File: config.mk
export PLATFORM = sky130hd
export DESIGN_NAME = eeprom_host
export DESIGN_NICKNAME = d
export VERILOG_FILES = /design/src/eeprom_host_pkg.sv /design/src/eeprom_host.sv /design/src/word_fifo.sv
export VERILOG_INCLUDE_DIRS = /design/src
export SDC_FILE = /design/constraint.sdc
export NUM_CORES = 1
export LEC_CHECK = 0
export BUFFER_PORTS_ARGS = -buffer_cell sky130_fd_sc_hd__buf_2
export CORE_MARGIN = 2
export CORE_UTILIZATION = 57
export DETAILED_ROUTE_END_ITERATION = 10
export PLACE_DENSITY_LB_ADDON = 0.05
export SYNTH_ARGS = -nofsm -noshare
export SYNTH_HDL_FRONTEND = slang
export SYNTH_HIERARCHICAL = 1
export SYNTH_SLANG_ARGS = --single-unit
File: constraint.sdc
create_clock -name clk_i -period 8.25 [get_ports clk_i]
set_input_delay 1.65 -clock clk_i [delete_from_list [all_inputs] [get_ports clk_i]]
set_output_delay 1.65 -clock clk_i [all_outputs]
set_load 0.03 [all_outputs]
File: src/eeprom_host_defines.svh
`ifndef EEPROM_HOST_DEFINES_SVH
`define EEPROM_HOST_DEFINES_SVH
// op codes as {third, second, first} control pin
`define OPC_WORD_ERASE 3'h4
`define OPC_WRITE 3'h2
`define OPC_DATA_OUT 3'h6
`define OPC_ADDR_IN 3'h1
`define OPC_DATA_IN 3'h5
`define OPC_READ 3'h3
`define OPC_STANDBY_HI 3'h7
`define OPC_STANDBY_LO 3'h0
// widths
`define ADDR_BITS 4
`define DATA_BITS 16
`define WORD_COUNT 16
// timing, clock at 20 MHz
`define CLK_HZ 20000000
`define ERASE_DURATION_MS 100
`define PROGRAM_DURATION_MS 10
`define ERASE_CYCLES ((`ERASE_DURATION_MS * `CLK_HZ) / 1000)
`define PROGRAM_CYCLES ((`PROGRAM_DURATION_MS * `CLK_HZ) / 1000)
// link clock phase: 5 us high, 5 us low minimum
`define LINK_PHASE_NS 5000
`define CLK_PERIOD_NS 50
`define PHASE_CYCLES ((`LINK_PHASE_NS + `CLK_PERIOD_NS - 1) / `CLK_PERIOD_NS)
`define FIFO_DEPTH 4
`endif

File: src/eeprom_host_pkg.sv
package eeprom_host_pkg;
	typedef enum logic [1:0] {
		CMD_READ = 2'h0,
		CMD_WRITE = 2'h1,
		CMD_CLEAR = 2'h2
	} cmd_kind_t;
	typedef struct packed {
		cmd_kind_t kind;
		logic [3:0] addr;
		logic [15:0] data;
	} cmd_t;
	typedef struct packed {
		logic [3:0] addr;
		logic [15:0] data;
	} rsp_t;
endpackage

File: src/eeprom_host.sv
// Functional notes
// device holds sixteen 16-bit words selected by a serial word address
// three-bit parallel code picks each operation; clock strobes code and shifts bits
// under address-in code, host shifts four address bits, one per clock
// one clock under read code loads addressed word into device data register
// under data-out code device drives pin and shifts sixteen bits out
// under data-in code host shifts sixteen data bits into device register
// one clock strobes word erase; host holds that code at least 100 ms
// one clock strobes write; after at least 10 ms host strobes standby
// device takes a new code after one clock pulse with it present
// either standby code makes device quiescent, pin floats, clock ignored
// device drives the serial pin only while shifting out read data
// deselected device ignores clock and floats pin, keeping its operation
// device voltage control output active only after erase or write code
// whole-array clear erases all; host applies programming voltage itself
// an erased bit reads as logical zero
// host always erases an address before writing it
// host may erase before shifting new data into the register
// host holds all device inputs stable while programming voltage is on; the link clock still falls once after vpp_enable_o rises
// codes: erase 100, write 010, out 110, addr 001, in 101, read 011, standby 111/000
// bits and codes sampled on the rising clock edge
// address and data shift most significant bit first
`timescale 1ns/1ps
`default_nettype none
`include "eeprom_host_defines.svh"
module eeprom_host #(
	parameter int ERASE_CYC = `ERASE_CYCLES,
	parameter int PROGRAM_CYC = `PROGRAM_CYCLES
) (
	// clock and reset
	input wire logic clk_i,
	input wire logic rst_i,
	// command stream
	input wire logic cmd_valid_i,
	output logic cmd_ready_o,
	input wire eeprom_host_pkg::cmd_t cmd_i,
	// read answers and busy flag
	output logic rsp_valid_o,
	output eeprom_host_pkg::rsp_t rsp_o,
	output logic busy_o,
	// device pins
	output logic link_clk_o,
	output logic [2:0] op_code_pins_o,
	output logic select_n_o,
	output logic whole_array_clear_o,
	output logic vpp_enable_o,
	input wire logic prog_voltage_ctl_out_i,
	input wire logic serial_addr_data_io_i,
	output logic serial_addr_data_io_o,
	output logic serial_addr_data_io_oe_o
);
	import eeprom_host_pkg::*;
	typedef enum logic [7:0] {
		ST_IDLE = 8'h01,
		ST_ADDR = 8'h02,
		ST_READ = 8'h04,
		ST_DOUT = 8'h08,
		ST_DIN = 8'h10,
		ST_ERASE = 8'h20,
		ST_PROG = 8'h40,
		ST_STBY = 8'h80
	} state_t;
	localparam logic [7:0] PHASE = 8'(`PHASE_CYCLES);
	////////////////////////////////////////////////////////////////////////////////
	// command queue; back-pressure reaches the source through cmd_ready_o
	logic q_valid;
	logic q_ready;
	cmd_t q_cmd;
	word_fifo #(.WIDTH($bits(cmd_t)), .DEPTH(`FIFO_DEPTH)) u_word_fifo (
		.clk_i(clk_i),
		.rst_i(rst_i),
		.in_valid_i(cmd_valid_i),
		.in_ready_o(cmd_ready_o),
		.in_data_i(cmd_i),
		.out_valid_o(q_valid),
		.out_ready_i(q_ready),
		.out_data_o(q_cmd)
	);
	////////////////////////////////////////////////////////////////////////////////
	// link clock: phase counter makes one pulse per strobe
	state_t state_reg;
	logic held_reg;
	cmd_t cur_reg;
	logic [7:0] ph_reg;
	logic pulse_on_reg;
	logic [4:0] bits_reg;
	logic [15:0] sh_reg;
	logic [31:0] wait_reg;
	logic erased_reg;
	logic fall;
	logic rise;
	// sample just before the falling edge so read data has settled a whole phase
	assign rise = (ph_reg == PHASE - 8'h01) && !pulse_on_reg;
	assign fall = (ph_reg == PHASE - 8'h01) && pulse_on_reg;
	function automatic logic pulsing(input state_t s);
		pulsing = (s == ST_ADDR) || (s == ST_READ) || (s == ST_DOUT) || (s == ST_DIN) ||
			(s == ST_STBY) ||
			((s == ST_ERASE || s == ST_PROG) && !held_reg && !whole_array_clear_o);
	endfunction
	assign q_ready = (state_reg == ST_IDLE);
	always_ff @(posedge clk_i) begin
		if (rst_i) begin
			ph_reg <= 8'h00;
			pulse_on_reg <= 1'b0;
			link_clk_o <= 1'b0;
		end else if (!pulsing(state_reg) && !pulse_on_reg) begin
			ph_reg <= 8'h00;
		end else if (ph_reg == PHASE - 8'h01) begin
			ph_reg <= 8'h00;
			pulse_on_reg <= !pulse_on_reg;
			link_clk_o <= !pulse_on_reg; // rising edge strobes code and bits
		end else begin
			ph_reg <= ph_reg + 8'h01;
		end
	end
	////////////////////////////////////////////////////////////////////////////////
	// sequencer
	always_ff @(posedge clk_i) begin
		if (rst_i) begin
			state_reg <= ST_IDLE;
			held_reg <= 1'b0;
			cur_reg <= '0;
			bits_reg <= 5'h00;
			sh_reg <= 16'h0000;
			wait_reg <= '0;
			erased_reg <= 1'b0;
			rsp_valid_o <= 1'b0;
			rsp_o <= '0;
			busy_o <= 1'b0;
			op_code_pins_o <= `OPC_STANDBY_LO;
			select_n_o <= 1'b1;
			whole_array_clear_o <= 1'b0;
			vpp_enable_o <= 1'b0;
			serial_addr_data_io_o <= 1'b0;
		end else begin
			rsp_valid_o <= 1'b0;
			case (state_reg)
				ST_IDLE: begin
					busy_o <= q_valid;
					if (q_valid) begin
						cur_reg <= q_cmd;
						select_n_o <= 1'b0;
						if (q_cmd.kind == CMD_CLEAR) begin
							// clear gives no voltage control; host powers it for the erase time
							whole_array_clear_o <= 1'b1;
							vpp_enable_o <= 1'b1;
							wait_reg <= 32'(ERASE_CYC);
							state_reg <= ST_ERASE;
						end else begin
							op_code_pins_o <= `OPC_ADDR_IN;
							sh_reg <= {q_cmd.addr, 12'h000};
							serial_addr_data_io_o <= q_cmd.addr[3];
							bits_reg <= 5'(`ADDR_BITS);
							state_reg <= ST_ADDR;
						end
					end
				end
				ST_ADDR, ST_DIN: begin
					if (fall) begin
						// msb first, next bit set up while clock is low
						sh_reg <= {sh_reg[14:0], 1'b0};
						serial_addr_data_io_o <= sh_reg[14];
						bits_reg <= bits_reg - 5'h01;
						if (bits_reg == 5'h01) begin
							if (state_reg == ST_DIN) begin
								// erase already done first, then program
								op_code_pins_o <= `OPC_WRITE;
								state_reg <= ST_PROG;
							end else if (cur_reg.kind == CMD_READ) begin
								op_code_pins_o <= `OPC_READ;
								state_reg <= ST_READ;
							end else begin
								op_code_pins_o <= `OPC_WORD_ERASE;
								state_reg <= ST_ERASE;
							end
						end
					end
				end
				ST_READ: begin
					if (fall) begin
						op_code_pins_o <= `OPC_DATA_OUT;
						bits_reg <= 5'(`DATA_BITS);
						state_reg <= ST_DOUT;
					end
				end
				ST_DOUT: begin
					if (fall) begin
						// the device moves its pin on the rising edge, so take it late in the high phase
						sh_reg <= {sh_reg[14:0], serial_addr_data_io_i};
						bits_reg <= bits_reg - 5'h01;
						if (bits_reg == 5'h01) begin
							rsp_valid_o <= 1'b1;
							rsp_o <= '{addr: cur_reg.addr, data: {sh_reg[14:0], serial_addr_data_io_i}};
							op_code_pins_o <= `OPC_STANDBY_HI;
							state_reg <= ST_STBY;
						end
					end
				end
				ST_ERASE, ST_PROG: begin
					if (whole_array_clear_o) begin
						// clear has no strobe; its timer runs with the clock parked low
						if (wait_reg != '0) begin
							wait_reg <= wait_reg - 32'h1;
						end else begin
							whole_array_clear_o <= 1'b0;
							vpp_enable_o <= 1'b0;
							state_reg <= ST_IDLE;
							select_n_o <= 1'b1;
							busy_o <= 1'b0;
						end
					end else if (held_reg) begin
						// inputs held still while programming voltage is up
						if (wait_reg != '0) begin
							wait_reg <= wait_reg - 32'h1;
						end else if (state_reg == ST_ERASE) begin
							held_reg <= 1'b0;
							erased_reg <= 1'b1;
							op_code_pins_o <= `OPC_DATA_IN;
							sh_reg <= cur_reg.data;
							serial_addr_data_io_o <= cur_reg.data[15];
							bits_reg <= 5'(`DATA_BITS);
							vpp_enable_o <= 1'b0;
							state_reg <= ST_DIN;
						end else begin
							held_reg <= 1'b0;
							op_code_pins_o <= `OPC_STANDBY_HI;
							vpp_enable_o <= 1'b0;
							state_reg <= ST_STBY;
						end
					end else if (rise) begin
						// supply comes up with the strobe, so no other code is clocked under it
						vpp_enable_o <= 1'b1;
					end else if (fall) begin
						// erase or program time counts from the strobe, not before it
						held_reg <= 1'b1;
						wait_reg <= (state_reg == ST_ERASE) ? 32'(ERASE_CYC) : 32'(PROGRAM_CYC);
					end
				end
				ST_STBY: begin
					if (fall) begin
						erased_reg <= 1'b0;
						select_n_o <= 1'b1;
						busy_o <= 1'b0;
						state_reg <= ST_IDLE;
					end
				end
				default: state_reg <= ST_IDLE;
			endcase
		end
	end
	// host drives the pin only while shifting address or data in
	always_ff @(posedge clk_i) begin
		if (rst_i) begin
			serial_addr_data_io_oe_o <= 1'b0;
		end else begin
			serial_addr_data_io_oe_o <= (state_reg == ST_ADDR) || (state_reg == ST_DIN);
		end
	end
	////////////////////////////////////////////////////////////////////////////////
	// checks
	logic [5:0] edge_cnt;
	always_ff @(posedge clk_i) begin
		if (rst_i || state_reg != ST_DOUT) begin
			edge_cnt <= 6'h00;
		end else if (rise) begin
			edge_cnt <= edge_cnt + 6'h01;
		end
	end
	no_contention_a: assert property (@(posedge clk_i) disable iff (rst_i)
		(state_reg == ST_DOUT) |=> !serial_addr_data_io_oe_o)
		else $error("host drives pin during data out");
	vpp_write_a: assert property (@(posedge clk_i) disable iff (rst_i)
		(state_reg == ST_PROG && op_code_pins_o == `OPC_WRITE && wait_reg != '0) |-> vpp_enable_o)
		else $error("no programming voltage during write");
	erase_code_a: assert property (@(posedge clk_i) disable iff (rst_i)
		(state_reg == ST_ERASE && !whole_array_clear_o) |-> op_code_pins_o == `OPC_WORD_ERASE)
		else $error("erase code not held");
	stable_pins_a: assert property (@(posedge clk_i) disable iff (rst_i)
		(state_reg inside {ST_ERASE, ST_PROG} && held_reg && $past(held_reg))
		|-> $stable(op_code_pins_o) && $stable(link_clk_o) && $stable(select_n_o))
		else $error("inputs move under programming voltage");
	held_low_a: assert property (@(posedge clk_i) disable iff (rst_i)
		(state_reg inside {ST_ERASE, ST_PROG} && held_reg) |-> !link_clk_o && vpp_enable_o)
		else $error("clock moved or supply off during timed step");
	sixteen_out_a: assert property (@(posedge clk_i) disable iff (rst_i)
		$rose(rsp_valid_o) |-> $past(edge_cnt) == 6'd16)
		else $error("read did not take sixteen pulses");
	write_after_erase_a: assert property (@(posedge clk_i) disable iff (rst_i)
		(op_code_pins_o == `OPC_WRITE) |-> erased_reg)
		else $error("write without erase");
	clear_vpp_a: assert property (@(posedge clk_i) disable iff (rst_i)
		whole_array_clear_o |-> vpp_enable_o && !link_clk_o)
		else $error("clear without programming voltage");
	deselect_idle_a: assert property (@(posedge clk_i) disable iff (rst_i)
		(state_reg == ST_IDLE && !q_valid && $past(state_reg) == ST_IDLE) |-> select_n_o)
		else $error("selected while idle");
	addr_msb_a: assert property (@(posedge clk_i) disable iff (rst_i)
		(state_reg == ST_ADDR && bits_reg == 5'h04) |-> serial_addr_data_io_o == cur_reg.addr[3])
		else $error("address not sent msb first");
	data_msb_a: assert property (@(posedge clk_i) disable iff (rst_i)
		(state_reg == ST_DIN && bits_reg == 5'h10) |-> serial_addr_data_io_o == cur_reg.data[15])
		else $error("data not sent msb first");
	read_cov: cover property (@(posedge clk_i) rsp_valid_o);
	write_cov: cover property (@(posedge clk_i) state_reg == ST_PROG ##1 state_reg == ST_STBY);
	clear_cov: cover property (@(posedge clk_i) $fell(whole_array_clear_o));
	erase_cov: cover property (@(posedge clk_i) state_reg == ST_ERASE ##1 state_reg == ST_DIN);
endmodule // eeprom_host
`default_nettype wire

File: src/word_fifo.sv
`timescale 1ns/1ps
`default_nettype none
module word_fifo #(
	parameter int WIDTH = 8,
	parameter int DEPTH = 4
) (
	input wire logic clk_i,
	input wire logic rst_i,
	// fill side
	input wire logic in_valid_i,
	output logic in_ready_o,
	input wire logic [WIDTH-1:0] in_data_i,
	// drain side
	output logic out_valid_o,
	input wire logic out_ready_i,
	output logic [WIDTH-1:0] out_data_o
);
	localparam int AW = $clog2(DEPTH);
	logic [WIDTH-1:0] mem_reg [DEPTH];
	logic [AW-1:0] wr_reg;
	logic [AW-1:0] rd_reg;
	logic [AW:0] cnt_reg;
	logic push;
	logic pop;
	logic [AW:0] cnt_next;
	assign out_valid_o = (cnt_reg != '0);
	assign cnt_next = cnt_reg + (AW+1)'(push) - (AW+1)'(pop);
	assign out_data_o = mem_reg[rd_reg];
	assign push = in_valid_i && in_ready_o;
	assign pop = out_valid_o && out_ready_i;
	always_ff @(posedge clk_i) begin
		if (push) begin
			mem_reg[wr_reg] <= in_data_i;
		end
	end
	always_ff @(posedge clk_i) begin
		if (rst_i) begin
			wr_reg <= '0;
			rd_reg <= '0;
			cnt_reg <= '0;
			in_ready_o <= 1'b1;
		end else begin
			if (push) begin
				wr_reg <= (wr_reg == AW'(DEPTH - 1)) ? '0 : wr_reg + 1'b1;
			end
			if (pop) begin
				rd_reg <= (rd_reg == AW'(DEPTH - 1)) ? '0 : rd_reg + 1'b1;
			end
			cnt_reg <= cnt_next;
			// registered room flag keeps the ready output straight off a flop
			in_ready_o <= (cnt_next != (AW+1)'(DEPTH));
		end
	end
endmodule // word_fifo
`default_nettype wire

==> results of run 1 <==
## cell families (layout without fill, tap and decap cells)
logic type	Yosys count	after routing	synth area share, %
and+or+nand+nor	331	331	17.9
AOI/OAI and AO/OA	229	229	15.3
DFF	220	220	54.5
buffers and inverters	73	132	3.10
muxes	30	30	5.99
xor gates and xnor gates	15	15	1.51
adders and majority gates	13	13	1.75
## power groups by stage
stage | clock network, uW | registers (uW) | logic [uW]
4_1_cts | 1070 | 1410 | 1400
3_3_place_gp | 0 | 1420 | 1360
2_1_floorplan | 0 | 1410 | 1070
5_1_grt | 1110 | 1430 | 1550
6_report | 1040 | 1410 | 1420
3_5_place_dp | 0 | 1430 | 1390
## area by class of cell
| type | instances | area [um^2] | share of cell area (%) |
|---|---|---|---|
| Clock inverter | 10 | 109 | 0.997 |
| Clock buffer | 34 | 688 | 6.30 |
| Timing Repair Buffer | 69 | 378 | 3.46 |
| Multi-Input combinational cell | 618 | 4110 | 37.7 |
| Tap cell | 220 | 275 | 2.52 |
| Inverter | 19 | 71.3 | 0.653 |
| Sequential cell | 220 | 5290 | 48.4 |
## per-layer routing
| layer | global-route usage (%) | up-vias | wire, um |
|---|---|---|---|
| li1 | - | 3506 | - |
| met1 | 32.5 | 3600 | 9530 |
| met2 | 42.2 | 243 | 11100 |
| met3 | 2.95 | 54 | 986 |
| met4 | 8.13 | 0 | 614 |
| met5 | 0 | - | 0 |
## cells in the final DEF (no fill, tap or decap), types with 17 or more instances in the layout
cell,count
mux4_2,22
nand4_1,17
a31oi_1,22
nor2_1,67
nand2_1,114
inv_1,18
o21ai_0,32
dfxtp_1,132
clkbuf_16,24
a21oi_1,76
buf_2,56
a211oi_1,17
nand3_1,34
edfxtp_1,88
## tightest hold or removal path: cells and delay by family, from the launching register on
family | cells | cell delay (ns)
flops | 1 | 0.30
simple gates | 1 | 0.05
compound gates | 1 | 0.05
## stage by stage
stage	hold WS [ns]	util, %	worst slack (ns)
2_1_floorplan	0.430	-	4.96
3_3_place_gp	0.438	61.0	4.45
3_5_place_dp	0.443	61.0	4.42
4_1_cts	0.449	65.8	4.89
5_1_grt	0.466	65.8	4.62
6_report	0.445	65.8	4.81
## path summary, 6_finish.rpt
| check | slack [ns] | end | start | cells after the start |
|---|---|---|---|---|
| setup reg to reg | 4.81 | wait_reg[26]$_SDFFE_PP0P_ | state_reg[4]$_SDFFE_PP0P_ | 7 |
| hold / removal | 0.45 | rsp_o[6]$_SDFFE_PP0P_ | rsp_o[6]$_SDFFE_PP0P_ | 2 |
| setup / recovery | 4.81 | wait_reg[26]$_SDFFE_PP0P_ | state_reg[4]$_SDFFE_PP0P_ | 7 |
| hold reg to reg | 0.45 | rsp_o[6]$_SDFFE_PP0P_ | rsp_o[6]$_SDFFE_PP0P_ | 2 |
==> flow_metrics.py, run 1 <==
metrics = {
    "run_status": {
        "outcome": "complete, no violations",
    },
    "critical_path": {
        "crit_buf_inv": 1,
        "cp_max_fo": 32,
        "cp.required_ns": 8.70,
        "critPathArrivalTime_ns": 3.89,
        "path_cells": "nor3_1, and3_1, buf_4, nand2_1, nor2_1, o311ai_0, nand3_1",
        "crit_path_start_kind": "flop",
        "path_delay_family": "simple AND/OR/NAND/NOR gates",
        "crit_type": "flop to flop",
        "critPathMaxStageDelay_ns": 0.83,
        "critPathCaptureType": "flop",
        "crit_slowest_cell": "nor2_1",
    },
    "timing": {
        "setup_viol": 0,
        "max_freq_mhz": 291,
        "fin_crit_sh_pct": 41.7,
        "max-slew-margin-rel_pct": 21.9,
        "rsz0062_at_grt": "no",
        "max_slew.worst_pin.slew_ns": 1.17,
        "hold_violations": 0,
        "finalSetupTns_ns": 0,
        "post-route-min-period_ns": 3.44,
        "skew_ns": 0.0180,
        "drv_slew": 0,
    },
    "grt": {
        "grt-ovfl-total": 0,
        "grt_max_degree": 75,
        "antenna_found_initial": 0,
        "grt_pass1_vias": 7124,
        "grt_util_all_layers_pct": 24.5,
        "grt_pass1_wl_um": 36000,
    },
    "finish": {
        "final_nets": 992,
        "drive_above_1_share_pct": 15.7,
        "final_cells": 1190,
        "nFillCells": 1334,
        "largest_reg_flops": 88,
        "syn2layout_area_growth_pct": 12.6,
        "diodes": 0,
        "final_area_mm2": 0.0109,
    },
    "pwr": {
        "power.leakage_uw": 0.00387,
        "combPwrFrac_pct": 36.6,
        "p_sw_uw": 1490,
        "clockPowerShare_pct": 27.0,
        "total_power_uw": 3870,
        "seq_power_share_pct": 36.4,
        "switching_share_pct": 38.5,
        "vdd_drop_max_v": 0.000258,
        "intPower_uw": 2380,
        "p_per_area_mw_per_mm2": 355,
    },
    "drt": {
        "avgRoutedWirePerCell_um": 18.6,
        "drtIter0Drc": 848,
        "vias_per_cell": 6.22,
        "drt_wl_total_um": 22200,
        "drtAntennaViolNets": 0,
        "vias": 7403,
        "firstDrtPassIters": 6,
        "drc_errors": 0,
    },
    "logic_synthesis": {
        "synth_nets": 951,
        "synth_ff_type": "dfxtp_1",
        "synth.yosys.warnings": 6,
        "synth_cell_types": 82,
        "yosysMostFrequentCell": "dfxtp_1",
        "synth_seq_area_share_pct": 54.5,
        "avgSynthCellArea_um2": 10.6,
        "ys_seq_elements": 220,
        "syn_area_mm2": 0.00970,
        "synth_area_leaders": "dfxtp_1 27%, edfxtp_1 27%, mux4_2 5.1%",
        "synth_edf_count": 88,
        "synth_common_cells": "132 x dfxtp_1, 114 x nand2_1, 88 x edfxtp_1",
        "yosysTopAreaCell": "dfxtp_1",
        "synthCells": 911,
        "synth_top_area_share_pct": 27.2,
        "async_reset_ff_share_pct": 0,
    },
    "cts": {
        "cts_tree": "built",
        "cts_sinks": 220,
        "root_buffer": "clkbuf_16",
        "clk_pin_slew_ns": 0.06,
        "cts-resized-gates": 0,
        "cts_buffers": 24,
        "clock_latency_ns": 0.53,
        "cts_buffer_depth": 3,
        "holdBufCountCts": 0,
        "cts_setup_buffers": 0,
        "cts.htree.levels": 1,
    },
    "placement": {
        "gp_congestion": 0.910,
        "dpl.hpwl_um": 14600,
        "dpl.cell_count": 1146,
        "placed_area_mm2": 0.0101,
        "portBuffers": 57,
    },
    "floorplan": {
        "fp.dieH_um": 134,
        "core_area_mm2": 0.0166,
        "start_util_pct": 58.5,
        "ios": 59,
        "die_w_um": 134,
        "rows": 47,
        "die_area_mm2": 0.0181,
    },
    "hold_path": {
        "hold_class": "flop to flop",
    },
    "job": {
        "drv_cap": 0,
    },
}
Power figures use the tool's default switching activity.
==> run 2, diff against run 1 <==
- clock period: 8.25 -> 3.2 ns (I/O delays scaled with it)
==> run 2 against run 1 <==
Effect of this change:
- flip-flop and latch count unchanged
- sequential power grew to 2.6 times the previous value
- power increased to 2.6 times the previous value
- clock skew fell by 0.0067 ns
- sequential share of layout area fell by 1.0 points
- critical path type unchanged
- die area stayed put
- combinational power rose to 2.7 times the previous value
- first-iteration DRC count down 37%
==> flow_metrics.py, run 2 (synthesis gave the netlist of run 1 again) <==
metrics = {
    "pwr": {
        "vdd_drop_max_v": 0.000561,
        "p_per_area_mw_per_mm2": 918,
        "power.leakage_uw": 0.00402,
    },
    "placement": {
        "portBuffers": 57,
        "gp_congestion": 0.848,
        "dpl.hpwl_um": 15500,
        "pre_cts_ws_ns": 0.292,
        "placed_area_mm2": 0.0103,
    },
    "cts": {
        "cts_buffer_depth": 3,
        "cts_setup_buffers": 0,
        "cts.htree.levels": 1,
        "root_buffer": "clkbuf_16",
        "cts-resized-gates": 0,
        "clk_pin_slew_ns": 0.06,
        "cts_sinks": 220,
        "cts_buffers": 24,
        "cts_tree": "built",
        "holdBufCountCts": 0,
        "clock_latency_ns": 0.53,
    },
    "drt": {
        "vias": 7507,
        "firstDrtPassIters": 5,
        "avgRoutedWirePerCell_um": 18.8,
        "routed-wl-met3_um": 1020,
        "drc_errors": 0,
        "dr.max_layer_used": "met4",
        "met2_length_um": 11600,
        "drtIter0Drc": 531,
        "met1Wirelength_um": 9720,
        "drt_wl_total_um": 22900,
        "drtAntennaViolNets": 0,
        "vias_per_cell": 6.17,
    },
    "timing": {
        "max_slew.worst_pin.slew_ns": 0.809,
        "drv_slew": 0,
        "post-route-min-period_ns": 2.93,
        "max-slew-margin-rel_pct": 45.9,
        "fin_ws_ns": 0.271,
        "skew_ns": 0.0113,
        "rsz0062_at_grt": "no",
        "finalSetupTns_ns": 0,
        "fin_crit_sh_pct": 91.5,
        "hold_violations": 0,
        "hold_ws_ns": 0.326,
        "max_freq_mhz": 341,
        "setup_viol": 0,
    },
    "floorplan": {
        "ios": 59,
        "fp.dieH_um": 134,
        "die_area_mm2": 0.0181,
        "start_util_pct": 58.5,
        "die_w_um": 134,
        "core_area_mm2": 0.0166,
        "rows": 47,
    },
    "finish": {
        "mostFrequentLayoutCell": "dfxtp_1",
        "syn2layout_area_growth_pct": 15.0,
        "final_nets": 1020,
        "largest_reg_flops": 88,
        "final_cell_mix": "132 x dfxtp_1, 114 x nand2_1, 88 x edfxtp_1",
        "finish.utilization_pct": 67.2,
        "nFillCells": 1252,
        "register_area_mm2": 0.00529,
        "multiInputGateArea_mm2": 0.00411,
        "final_area_mm2": 0.0111,
        "diodes": 0,
        "drive_above_1_share_pct": 18.0,
    },
    "grt": {
        "grt_pass1_wl_um": 36900,
        "antenna_found_initial": 0,
        "grt_pass1_vias": 7234,
        "grt_max_degree": 60,
        "grt-ovfl-total": 0,
        "grt_util_all_layers_pct": 25.3,
    },
    "run_status": {
        "outcome": "complete, no violations",
    },
    "hold_path": {
        "hold_class": "input pin to flop",
    },
    "critical_path": {
        "cp.required_ns": 3.60,
        "crit_path_start_kind": "flop",
        "critPathArrivalTime_ns": 3.33,
        "cp_max_fo": 12,
        "critPathCaptureType": "flop",
        "crit_type": "flop to flop",
    },
    "job": {
        "drv_cap": 0,
    },
}
==> run 2: critical path: stages, from the launching register on <==
cell and delay [ns]:
dfxtp_1 0.47, nor4_4 0.33, nand2_1 0.19, inv_1 0.14, o31a_2 0.22, ha_1 0.26
inv_1 0.07, ha_1 0.17, fa_1 0.43, or4_1 0.53
==> run 2: worst paths after layout <==
check | startpoint | to | slack, ns | cells past startpoint
max reg2reg | state_reg[6]$_SDFFE_PP0P_ | u_word_fifo/in_ready_o$_SDFF_PP1_ | 0.27 | 9
min reg2reg | rsp_o[18]$_SDFFE_PP0P_ | rsp_o[18]$_SDFFE_PP0P_ | 0.45 | 2
max | state_reg[6]$_SDFFE_PP0P_ | u_word_fifo/in_ready_o$_SDFF_PP1_ | 0.27 | 9
min | cmd_i[5] | u_word_fifo/mem_reg[2][5]$_DFFE_PP_ | 0.33 | 1
==> run 2: routing by layer <==
layer	vias to the layer above	GRT usage (%)
met5	-	0
met4	0	7.49
met3	56	3.40
met2	221	44.7
met1	3669	32.6
li1	3561	-
==> run 2: metrics by stage <==
stage               std cells  power, uW
floorplan                 911       6380
global placement         1174       7280
detailed placement       1174       7410
CTS                      1217      10200
global route             1217      10800
finish                   1217      10200
==> run 2: power by group <==
part / internal [uW] / total [uW] / switching (uW)
combinational: 1310 / 3810 / 2510
clock: 1690 / 2810 / 1120
sequential: 3320 / 3610 / 289
total: 6320 / 10200 / 3920
==> run 2: final cells by class <==
| cell class | instances | share of cell area [%] |
|---|---|---|
| Clock buffer | 31 | 5.80 |
| Timing Repair Buffer | 97 | 5.27 |
| Tap cell | 220 | 2.47 |
| Sequential cell | 220 | 47.4 |
| Clock inverter | 12 | 1.53 |
| Multi-Input combinational cell | 618 | 36.9 |
| Inverter | 19 | 0.640 |
